**src/include/pixel_clock_pkg.sv**
```systemverilog
package pixel_clock_pkg;

    // register bus geometry
    localparam int ADDR_W = 4;
    localparam int DATA_W = 16;

    // register indices on the plain port
    localparam logic [ADDR_W-1:0] VIDEO_CTRL_ADDR   = 4'h0;
    localparam logic [ADDR_W-1:0] PLL_DIV_CTRL_ADDR = 4'h1;
    localparam logic [ADDR_W-1:0] PLL_STATUS_ADDR   = 4'h2;

    // reset values
    localparam logic [DATA_W-1:0] VIDEO_CTRL_RESET   = 16'h0000;
    localparam logic [DATA_W-1:0] PLL_DIV_CTRL_RESET = 16'h0000;

    // video control word fields
    localparam int PIX_SEL_LSB   = 0;
    localparam int PIX_SEL_W     = 2;
    localparam int PRESCALE_LSB  = 2;
    localparam int PRESCALE_W    = 3;
    localparam int SOUND_SEL_BIT = 5;

    // pixel source select codes
    localparam logic [PIX_SEL_W-1:0] PIX_SRC_HIGH = 2'h0;
    localparam logic [PIX_SEL_W-1:0] PIX_SRC_VCO  = 2'h1;
    localparam logic [PIX_SEL_W-1:0] PIX_SRC_REF  = 2'h2;

    // divider control fields
    localparam int MOD_W          = 6;
    localparam int REF_MOD_LSB    = 0;
    localparam int FORCE_HIGH_BIT = 6;
    localparam int CLEAR_REF_BIT  = 7;
    localparam int VCO_MOD_LSB    = 8;
    localparam int FORCE_LOW_BIT  = 14;
    localparam int CLEAR_VCO_BIT  = 15;

    // synchronised inputs, one bit each
    localparam int SYNC_W   = 4;
    localparam int IN_HIGH  = 0;
    localparam int IN_VCO   = 1;
    localparam int IN_IO    = 2;
    localparam int IN_SOUND = 3;

    // phase detector states
    typedef enum logic [1:0] {
        PFD_IDLE = 2'b00,
        PFD_UP   = 2'b01,
        PFD_DOWN = 2'b10
    } pfd_state_e;

endpackage

```
**src/pixel_clock_pll_control.sv**
```systemverilog
`timescale 1ns/10ps

// Summary of operation
// - pixel source picked by the two lowest video control bits.
// - three-bit prescaler divides the chosen pixel clock by 1 to 8.
// - candidates are high clock, vco clock and internal 32 MHz reference.
// - only vco clock and reference feed the phase comparator.
// - sound clock from reference or sound input, halved internally.
// - two preloadable down counters, on reference and vco, plus detector.
// - bit 6 forces phase output high unless bit 14 is set; bit 14 forces it low.
// - bit 7 holds reference counter clear, bit 15 the vco counter.
// - phase output floats normally; high speeds vco up, low slows it.
// - locked vco is reference times vco modulus over ref modulus.
// - modulus fields hold modulus minus one; counters divide by modulus.
// - one correction per counter cycle; small moduli update more often.
module pixel_clock_pll_control
    import pixel_clock_pkg::*;
(
    input  wire logic              clk,
    input  wire logic              nrst,
    input  wire logic [ADDR_W-1:0] addr,
    input  wire logic [DATA_W-1:0] wdata,
    input  wire logic              wr,
    input  wire logic              rd,
    output logic      [DATA_W-1:0] rdata,
    input  wire logic              high_clock_in,
    input  wire logic              vco_clock_in,
    input  wire logic              io_clock_in,
    input  wire logic              sound_clock_in,
    output logic                   pixel_clock_out,
    output logic                   sound_clock_out,
    output logic                   internal_ref_clock_32,
    output logic                   phase_error_out,
    output logic                   phase_error_oe_n
);

    logic [DATA_W-1:0] video_ctrl_reg;
    logic [DATA_W-1:0] video_ctrl_next;
    logic [DATA_W-1:0] pll_ctrl_reg;
    logic [DATA_W-1:0] pll_ctrl_next;
    logic [DATA_W-1:0] rdata_reg;
    logic [DATA_W-1:0] rdata_next;

    logic [SYNC_W-1:0] sync1_reg;
    logic [SYNC_W-1:0] sync2_reg;
    logic [SYNC_W-1:0] sync3_reg;
    logic [SYNC_W-1:0] rise;

    logic [MOD_W-1:0]  ref_cnt_reg;
    logic [MOD_W-1:0]  ref_cnt_next;
    logic [MOD_W-1:0]  vco_cnt_reg;
    logic [MOD_W-1:0]  vco_cnt_next;
    pfd_state_e        pfd_reg;
    pfd_state_e        pfd_next;
    logic              pe_out_reg;
    logic              pe_out_next;
    logic              pe_oe_n_reg;
    logic              pe_oe_n_next;

    logic [PRESCALE_W-1:0] pix_cnt_reg;
    logic [PRESCALE_W-1:0] pix_cnt_next;
    logic              pix_out_reg;
    logic              pix_out_next;
    logic              snd_out_reg;
    logic              snd_out_next;
    logic              ref_out_reg;

    logic [PIX_SEL_W-1:0]  pix_sel;
    logic [PRESCALE_W-1:0] prescale;
    logic [PRESCALE_W-1:0] high_count;
    logic              src_level;
    logic              src_rise;
    logic              snd_rise;
    logic [MOD_W-1:0]  ref_mod;
    logic [MOD_W-1:0]  vco_mod;
    logic              force_high;
    logic              force_low;
    logic              clear_ref;
    logic              clear_vco;
    logic              ref_term;
    logic              vco_term;

    // field decode
    assign pix_sel    = video_ctrl_reg[PIX_SEL_LSB +: PIX_SEL_W];
    assign prescale   = video_ctrl_reg[PRESCALE_LSB +: PRESCALE_W];
    assign ref_mod    = pll_ctrl_reg[REF_MOD_LSB +: MOD_W];
    assign vco_mod    = pll_ctrl_reg[VCO_MOD_LSB +: MOD_W];
    assign force_high = pll_ctrl_reg[FORCE_HIGH_BIT];
    assign force_low  = pll_ctrl_reg[FORCE_LOW_BIT];
    assign clear_ref  = pll_ctrl_reg[CLEAR_REF_BIT];
    assign clear_vco  = pll_ctrl_reg[CLEAR_VCO_BIT];

    // rising edges seen after the two-flop synchronisers
    assign rise = sync2_reg & ~sync3_reg;

    // terminal events of the two moduli counters
    assign ref_term = rise[IN_IO] && !clear_ref
                      && (ref_cnt_reg == '0);
    assign vco_term = rise[IN_VCO] && !clear_vco
                      && (vco_cnt_reg == '0);

    // source mux and prescaler counts
    always_comb begin
        case (pix_sel)
            PIX_SRC_HIGH: begin
                src_level = sync2_reg[IN_HIGH];
                src_rise  = rise[IN_HIGH];
            end
            PIX_SRC_VCO: begin
                src_level = sync2_reg[IN_VCO];
                src_rise  = rise[IN_VCO];
            end
            PIX_SRC_REF: begin
                src_level = sync2_reg[IN_IO];
                src_rise  = rise[IN_IO];
            end
            default: begin
                src_level = sync2_reg[IN_IO];
                src_rise  = rise[IN_IO];
            end
        endcase
        high_count = PRESCALE_W'((PRESCALE_W + 1)'(prescale) + 1'b1 >> 1);
        snd_rise = video_ctrl_reg[SOUND_SEL_BIT] ? rise[IN_SOUND]
                                                  : rise[IN_IO];
    end

    // register port next state
    always_comb begin
        video_ctrl_next = video_ctrl_reg;
        pll_ctrl_next   = pll_ctrl_reg;
        rdata_next      = '0;
        if (wr) begin
            if (addr == VIDEO_CTRL_ADDR) begin
                video_ctrl_next = wdata;
            end
            if (addr == PLL_DIV_CTRL_ADDR) begin
                pll_ctrl_next = wdata;
            end
        end
        if (rd) begin
            case (addr)
                VIDEO_CTRL_ADDR:   rdata_next = video_ctrl_reg;
                PLL_DIV_CTRL_ADDR: rdata_next = pll_ctrl_reg;
                PLL_STATUS_ADDR:   rdata_next = {vco_cnt_reg, ref_cnt_reg,
                                                 pe_oe_n_reg, pe_out_reg,
                                                 pfd_reg};
                default:           rdata_next = '0;
            endcase
        end
    end

    // clock generation next state
    always_comb begin
        pix_cnt_next = pix_cnt_reg;
        if (src_rise) begin
            if (pix_cnt_reg >= prescale) begin
                pix_cnt_next = '0;
            end else begin
                pix_cnt_next = pix_cnt_reg + 1'b1;
            end
        end
        if (prescale == '0) begin
            pix_out_next = src_level;
        end else begin
            pix_out_next = (pix_cnt_next < high_count);
        end
        snd_out_next = snd_rise ? !snd_out_reg : snd_out_reg;
    end

    // comparator next state
    always_comb begin
        ref_cnt_next = ref_cnt_reg;
        vco_cnt_next = vco_cnt_reg;
        if (clear_ref) begin
            ref_cnt_next = '0;
        end else if (rise[IN_IO]) begin
            ref_cnt_next = (ref_cnt_reg == '0) ? ref_mod
                         : ref_cnt_reg - 1'b1;
        end
        if (clear_vco) begin
            vco_cnt_next = '0;
        end else if (rise[IN_VCO]) begin
            vco_cnt_next = (vco_cnt_reg == '0) ? vco_mod
                         : vco_cnt_reg - 1'b1;
        end

        // one correction per counter cycle
        case (pfd_reg)
            PFD_IDLE: begin
                if (ref_term && !vco_term) begin
                    pfd_next = PFD_UP;
                end else if (vco_term && !ref_term) begin
                    pfd_next = PFD_DOWN;
                end else begin
                    pfd_next = PFD_IDLE;
                end
            end
            PFD_UP:   pfd_next = vco_term ? PFD_IDLE : PFD_UP;
            PFD_DOWN: pfd_next = ref_term ? PFD_IDLE : PFD_DOWN;
            default:  pfd_next = PFD_IDLE;
        endcase

        if (force_low) begin
            pe_out_next  = 1'b0;
            pe_oe_n_next = 1'b0;
        end else if (force_high) begin
            pe_out_next  = 1'b1;
            pe_oe_n_next = 1'b0;
        end else if (pfd_next == PFD_UP) begin
            pe_out_next  = 1'b1;
            pe_oe_n_next = 1'b0;
        end else if (pfd_next == PFD_DOWN) begin
            pe_out_next  = 1'b0;
            pe_oe_n_next = 1'b0;
        end else begin
            pe_out_next  = 1'b0;
            pe_oe_n_next = 1'b1;
        end
    end

    always_ff @(posedge clk or negedge nrst) begin
        if (!nrst) begin
            sync1_reg      <= '0;
            sync2_reg      <= '0;
            sync3_reg      <= '0;
            video_ctrl_reg <= VIDEO_CTRL_RESET;
            pll_ctrl_reg   <= PLL_DIV_CTRL_RESET;
            rdata_reg      <= '0;
            ref_cnt_reg    <= '0;
            vco_cnt_reg    <= '0;
            pfd_reg        <= PFD_IDLE;
            pe_out_reg     <= 1'b0;
            pe_oe_n_reg    <= 1'b1;
            pix_cnt_reg    <= '0;
            pix_out_reg    <= 1'b0;
            snd_out_reg    <= 1'b0;
            ref_out_reg    <= 1'b0;
        end else begin
            sync1_reg      <= {sound_clock_in, io_clock_in,
                               vco_clock_in, high_clock_in};
            sync2_reg      <= sync1_reg;
            sync3_reg      <= sync2_reg;
            video_ctrl_reg <= video_ctrl_next;
            pll_ctrl_reg   <= pll_ctrl_next;
            rdata_reg      <= rdata_next;
            ref_cnt_reg    <= ref_cnt_next;
            vco_cnt_reg    <= vco_cnt_next;
            pfd_reg        <= pfd_next;
            pe_out_reg     <= pe_out_next;
            pe_oe_n_reg    <= pe_oe_n_next;
            pix_cnt_reg    <= pix_cnt_next;
            pix_out_reg    <= pix_out_next;
            snd_out_reg    <= snd_out_next;
            ref_out_reg    <= sync2_reg[IN_IO];
        end
    end

    assign rdata                 = rdata_reg;
    assign pixel_clock_out       = pix_out_reg;
    assign sound_clock_out       = snd_out_reg;
    assign internal_ref_clock_32 = ref_out_reg;
    assign phase_error_out       = pe_out_reg;
    assign phase_error_oe_n      = pe_oe_n_reg;
endmodule // pixel_clock_pll_control

```
**config.mk**
```make
export PLATFORM = sky130hd
export DESIGN_NAME = pixel_clock_pll_control
export DESIGN_NICKNAME = d
export VERILOG_FILES = /design/src/include/pixel_clock_pkg.sv /design/src/pixel_clock_pll_control.sv
export SDC_FILE = /design/constraint.sdc
export NUM_CORES = 1
export LEC_CHECK = 0
export BUFFER_PORTS_ARGS = -buffer_cell sky130_fd_sc_hd__buf_2
export CORE_MARGIN = 2
export CORE_UTILIZATION = 52
export CTS_CLUSTER_SIZE = 8
export DETAILED_ROUTE_END_ITERATION = 8
export GPL_TIMING_DRIVEN = 0
export PLACE_DENSITY = 0.83
export SLEW_MARGIN = 20
export SYNTH_ARGS = -nofsm -noshare
export SYNTH_HDL_FRONTEND = slang
export SYNTH_SLANG_ARGS = --single-unit
```
**constraint.sdc**
```tcl
create_clock -name clk -period 2.3 [get_ports clk]
set_input_delay 0 -clock clk [delete_from_list [all_inputs] [get_ports clk]]
set_output_delay 0 -clock clk [all_outputs]
set_load 0.01 [all_outputs]
```
# After elaboration in Yosys (flattened, before gate mapping)
# Cells that the tools add are included.
[classes]
addsub = 4
magnitude_cmp = 2
eq_ne = 7
mux = 26
n_bitwise = 2
n_reduce_logical = 21
[op_table]
columns = ["operator", "n"]
rows = [
  ["one-hot mux 16 bit (3 select lines)", 1],
  ["2-to-1 mux 6 bit", 6],
  ["2-to-1 mux 16 bit", 1],
  ["zero test 6 bit", 2],
  ["subtractor 6 x 1 -> 6 bit (second input constant)", 2],
  ["2-to-1 mux 1 bit", 10],
  ["equality test 2 x 1 -> 1 bit (second input constant)", 3],
  ["logical AND 1 bit", 6],
  ["2-to-1 mux 2 bit", 3],
  ["2-to-1 mux 3 bit", 2],
  ["one-hot mux 2 bit (3 select lines)", 1],
  ["zero test 1 bit", 5],
  ["adder 3 x 1 -> 4 bit (second input constant)", 1],
  ["AND 4 bit", 1],
  ["equality test 2 bit (second input constant)", 2],
  ["equality test 4 x 1 -> 1 bit (second input constant)", 1],
  ["equality test 4 x 2 -> 1 bit (second input constant)", 1],
  ["zero test 2 bit", 2],
  ["zero test 4 bit", 1],
  ["inverter 4 bit", 1],
  ["one-hot mux 1 bit (2 select lines)", 2],
  ["AND reduction 2 bit", 2],
  ["nonzero test 2 bit", 2],
  ["adder 3 x 1 -> 3 bit (second input constant)", 1],
  ["other kinds (3)", 3],
]
[word_totals]
register_bits = 82
input_bits = 28
out_inout_bits = 21
word_cells = 77

# Depth between registers and ports, before layout
[depth]
depth_word = 14
mapped_depth = 11
ltp_nobuf = 11

# Worst setup path after synthesis
# Ideal clock, no wire load.
[synth_timing]
path_kind = "register -> register"
from = "register video_ctrl_reg[4]"
to = "register pix_out_reg (netlist: pixel_clock_out)"
setup_ns = 0.122
arrival_time_ns = 2.253
t_required_ns = 2.178
path_slack_ns = -0.074
stages_incl_launch_ff = 11
path_buffers = 0
synth_period_minus_slack_ns = 2.374
path_cell_list = "dfrtp_1 > inv_1 > ha_1 > a21o_1 > a31o_2 > o21bai_1 > o2bb2ai_1 > ha_1 > nand2_1 > or4_1 > a32o_1"
[synth_between]
elab_chain_len = 5
word_cells_on_any_way = 7
cone_classes = "add/sub (1); order compare (2); mux (3); reduce/logical (1)"
[synth_rtl]
columns = ["item", "line_no", "source"]
rows = [
  ["from (decl)", "pixel_clock_pll_control.sv:37", "logic [DATA_W-1:0] video_ctrl_reg;"],
  ["from (signal assigned)", "pixel_clock_pll_control.sv:243", "video_ctrl_reg <= video_ctrl_next;"],
  ["greater-or-equal comparator 3 bit", "pixel_clock_pll_control.sv:156", "if (pix_cnt_reg >= prescale) begin"],
  ["2-to-1 mux 3 bit", "pixel_clock_pll_control.sv:156", ""],
  ["2-to-1 mux 3 bit", "pixel_clock_pll_control.sv:155", "if (src_rise) begin"],
  ["via pix_cnt_next[2]", "pixel_clock_pll_control.sv:61", "logic [PRESCALE_W-1:0] pix_cnt_next;"],
  ["< comparator 3 bit", "pixel_clock_pll_control.sv:165", "pix_out_next = (pix_cnt_next < high_count);"],
  ["2-to-1 mux 1 bit", "pixel_clock_pll_control.sv:162", "if (prescale == '0) begin"],
  ["via pix_out_next", "pixel_clock_pll_control.sv:63", "logic pix_out_next;"],
  ["to (signal assigned)", "pixel_clock_pll_control.sv:252", "pix_out_reg <= pix_out_next;"],
  ["to (decl)", "pixel_clock_pll_control.sv:62", "logic pix_out_reg;"],
]
# The timed path passes the listed nets, and every way through them passes these cells.
# A chain may end at the register's enable or synchronous reset.

# Final worst setup path
# Ends and elaborated chain as after synthesis.

==> results.md <==
* Area grow syn2layout at 26.0%
* Seq pwr share at 0.410
* Synth async-reset ratio at 1.00
* Via count at a little under 3000
* Leak pwr at approximately 0.0021 uW
* Final worst slack at -0.126 ns
* Most common cell after layout, fill and taps aside: dfrtp_1
* Total of max-cap violations at 0
* CTS tree: done
* Clock latency on the worst-skew pair at 0.35 ns
* Final Cycle Share at 1.05
* Syn_area_per_cell at 11.8 sq um
* Initial antenna violation count at 0
* Worst Hold Class: in2reg
* Clk_skew at slightly above 0.008 ns
* Syn Std Cell Area at 3750 sq um
* Top FF cell, synth: dfrtp_1
* I/O Buffers at 48
* WHS Endpoint: rdata[3]$_DFF_PN0_
* Top delay family on crit path: compound AO/OA/AOI/OAI gates
* Hold Vio Cnt, Final at 0
* Initial cell density of the core at 0.543
* Most frequent cells in the layout: dfrtp_1 (78), buf_2 (49), nand2_1 (31)
* Nets at 452
* Rows at 30
* Max VDD drop at 0.526 mV
* Share of layout cells above drive strength 1 at 0.337
* Crit-path max FO at 3
* Die Ht at 89.0 um
* Hold Crit Depth at 4
* YS warnings at 0
* Synthesized instance count at 318
* Post-placement cell area at 4150 sq um
* Slowest stage cell, crit path: dfrtp_2
* Area of the die at 7910 sq um
* Internal power at about 3200 uW
* Design Area, Final at between 4000 and 5000 sq um
* Combinational share of power at 0.379
* Mapped Nets at 359
* Clk slew on worst S/H paths at 0.09 ns
* Cells along the critical path: inv_2, ha_4, a21o_1, a31o_2, o21bai_1, o2bb2ai_2, ha_1, nand2_1, or4_1, a32o_1
* Final slew viol count at 0
* GRT Overall Usage at 0.231
* Drt total wl at 8550 um
* Synth Register Bits at 81
* Final ANT Viol Nets at 0
* Clock share of power at 0.211
* Post-synthesis sequential area ratio at 0.540
* Worst r2r path cells at 10
* Worst slew pin tran at 0.796 ns
* Util after Layout at 0.685
* Total core area at 6910 sq um
* CTS Buffer Depth at 2
* Failing checks: negative setup slack
* Total global routing overflow at 0
* Unrepaired setup endpoints after global routing: true
* Reg2Reg Setup Slack at -0.13 ns
* Ports at 49
* Max_slew headroom at 0.468
* Crit Path Category: reg2reg
* TritonRoute pass-1 iters at 4
* Fin crit period at 2.43 ns
* Power per cell area at between 1000 and 1500 nW/um^2
* First-pass GRT wire length at 13800 um
* Final setup violating endpoints at 1
* Sw Pwr at between 1500 and 2000 uW
* DRC viols at 0
* WL/cell at 16.7 um
* Ratio of routed vias to standard cells at 5.73
* Number of global-route vias before repair at 2911
* Post-synth EDFFs at 0
* Reg2Reg Capture Point: pixel_clock_out$_DFF_PN0_
* Placed Cells at 463
* Gpl congestion at between 0.8 and 0.9
* CTS Buf Count at 9
* Post-route insts no fill at between 500 and 600
* Number of unique standard cell types used by synthesis at 57
* CP required at 2.54 ns
* Diode count at 0
* Number of DRC markers in iteration 0 at 180
* Largest net degree at the start of global routing at between 40 and 50
* Status: finished, violations left
* Crit-path max cell delay at 0.43 ns
* Clock sink count at between 80 and 90
* Root Buffer: clkbuf_8
* Total power at approximately 5000 uW
* DIE WIDTH at 89.0 um
* CP Buf/Inv Count at 1
* H-tree level count at 3
* Reg-to-Reg Start: video_ctrl_reg[4]$_DFFE_PN0P_
* Crit end category: flip-flop
* Max Fclk at 0.412 GHz
* Final HPWL DP at around 5800 um
* Switching Share at 0.363
* Startpoint Class: flip-flop
* Worst Hold Launch: addr[0]
* CP arrival at 2.67 ns
-- cell families after synthesis --
group / synth area share
mux: 0.0987
simple gates: 0.139
compound gates: 0.144
xor+xnor: 0.00467
fa+ha+maj: 0.0433
buf+inv: 0.0300
flops: 0.540
-- per-stage QoR --
| step | worst slack, ns | hold slack [ns] | setup TNS, ns |
|---|---|---|---|
| after floorplan | 0.00968 | -0.296 | 0 |
| after global placement | -0.150 | 0.109 | -0.150 |
| after detailed placement | -0.268 | -0.00761 | -0.304 |
| after CTS | -0.0987 | 0.0541 | -0.0987 |
| after global routing | -0.210 | 0.0849 | -0.214 |
| final | -0.126 | 0.0541 | -0.126 |
-- worst max-delay path by stage --
stage	startpoint	endpoint	cells past startpoint
floorplan	video_ctrl_reg[4]$_DFFE_PN0P_	pixel_clock_out$_DFF_PN0_	10
detailed placement	video_ctrl_reg[4]$_DFFE_PN0P_	pixel_clock_out$_DFF_PN0_	10
global placement	video_ctrl_reg[4]$_DFFE_PN0P_	pixel_clock_out$_DFF_PN0_	10
CTS	video_ctrl_reg[0]$_DFFE_PN0P_	pixel_clock_out$_DFF_PN0_	8
finish	video_ctrl_reg[4]$_DFFE_PN0P_	pixel_clock_out$_DFF_PN0_	10
global route	video_ctrl_reg[0]$_DFFE_PN0P_	pixel_clock_out$_DFF_PN0_	8
-- final cells by class --
cell class | instances | area, sq um
flip-flops and latches | 81 | 2030
clock buffers | 9 | 124
repair buffers | 82 | 563
fillers | 523 | 2180
inverters | 10 | 37.5
clock inverters | 7 | 78.8
plain buffers | 12 | 76.3
multi-input cells | 215 | 1700
well taps | 96 | 120
-- what timing repair did --
item,4_1_cts,5_1_grt
pin swaps,4,5
buffers inserted,8,4
endpoints found under the setup margin,2,2
hold buffers,21,0
gates cloned,0,0
hold endpoints to repair,72,0
resized for setup,10,9
-- cells in the mapped netlist (2+ instances only) --
library cell / count / area [sq um]
and3_1: 3 / 18.8
o21ai_0: 13 / 65.1
a31oi_1: 3 / 18.8
buf_6: 3 / 33.8
nor4b_2: 2 / 30.0
nand2_1: 31 / 116
o211ai_1: 2 / 15.0
or3_1: 2 / 12.5
mux2_2: 26 / 293
nand2b_1: 8 / 50.1
nor3b_1: 3 / 22.5
nand3_1: 3 / 15.0
o22ai_1: 2 / 12.5
ha_1: 13 / 163
nor3_2: 2 / 20.0
buf_2: 2 / 10.0
or4_1: 2 / 15.0
clkbuf_1: 5 / 18.8
a22oi_1: 16 / 120
a21oi_1: 26 / 130
nor3_1: 4 / 20.0
dfrtp_1: 80 / 2000
mux2_1: 6 / 67.6
a21o_1: 2 / 15.0
o21a_1: 2 / 15.0
nand2_2: 2 / 12.5
a211oi_1: 5 / 37.5
nor2_1: 7 / 26.3
o2bb2ai_1: 2 / 17.5
nor2b_1: 5 / 31.3
inv_1: 10 / 37.5
-- worst min-delay path, delay by kind of cell --
family / cells / cell delay, ns
AO/OA/AOI/OAI: 1 / 0.06
buffers and inverters: 1 / 0.14
AND/OR/NAND/NOR: 2 / 0.17
-- power groups by stage --
stage                     sequential, uW  combinational, uW  clock, uW
after global placement              2050               1480          0
after floorplan                     1990               1210          0
after global routing                2080               2090       1130
after CTS                           2030               1770       1070
after detailed placement            2070               1580          0
final                               2050               1890       1060
-- per-layer routing --
layer / vias to the layer above / wire, um / track usage
li1: 1346 / - / -
met1: 1481 / 3600 / 0.294
met2: 89 / 4430 / 0.391
met3: 16 / 340 / 0.0406
met4: 0 / 181 / 0.100
met5: - / 0 / 0
No activity file was read; power rests on OpenSTA's default activity.
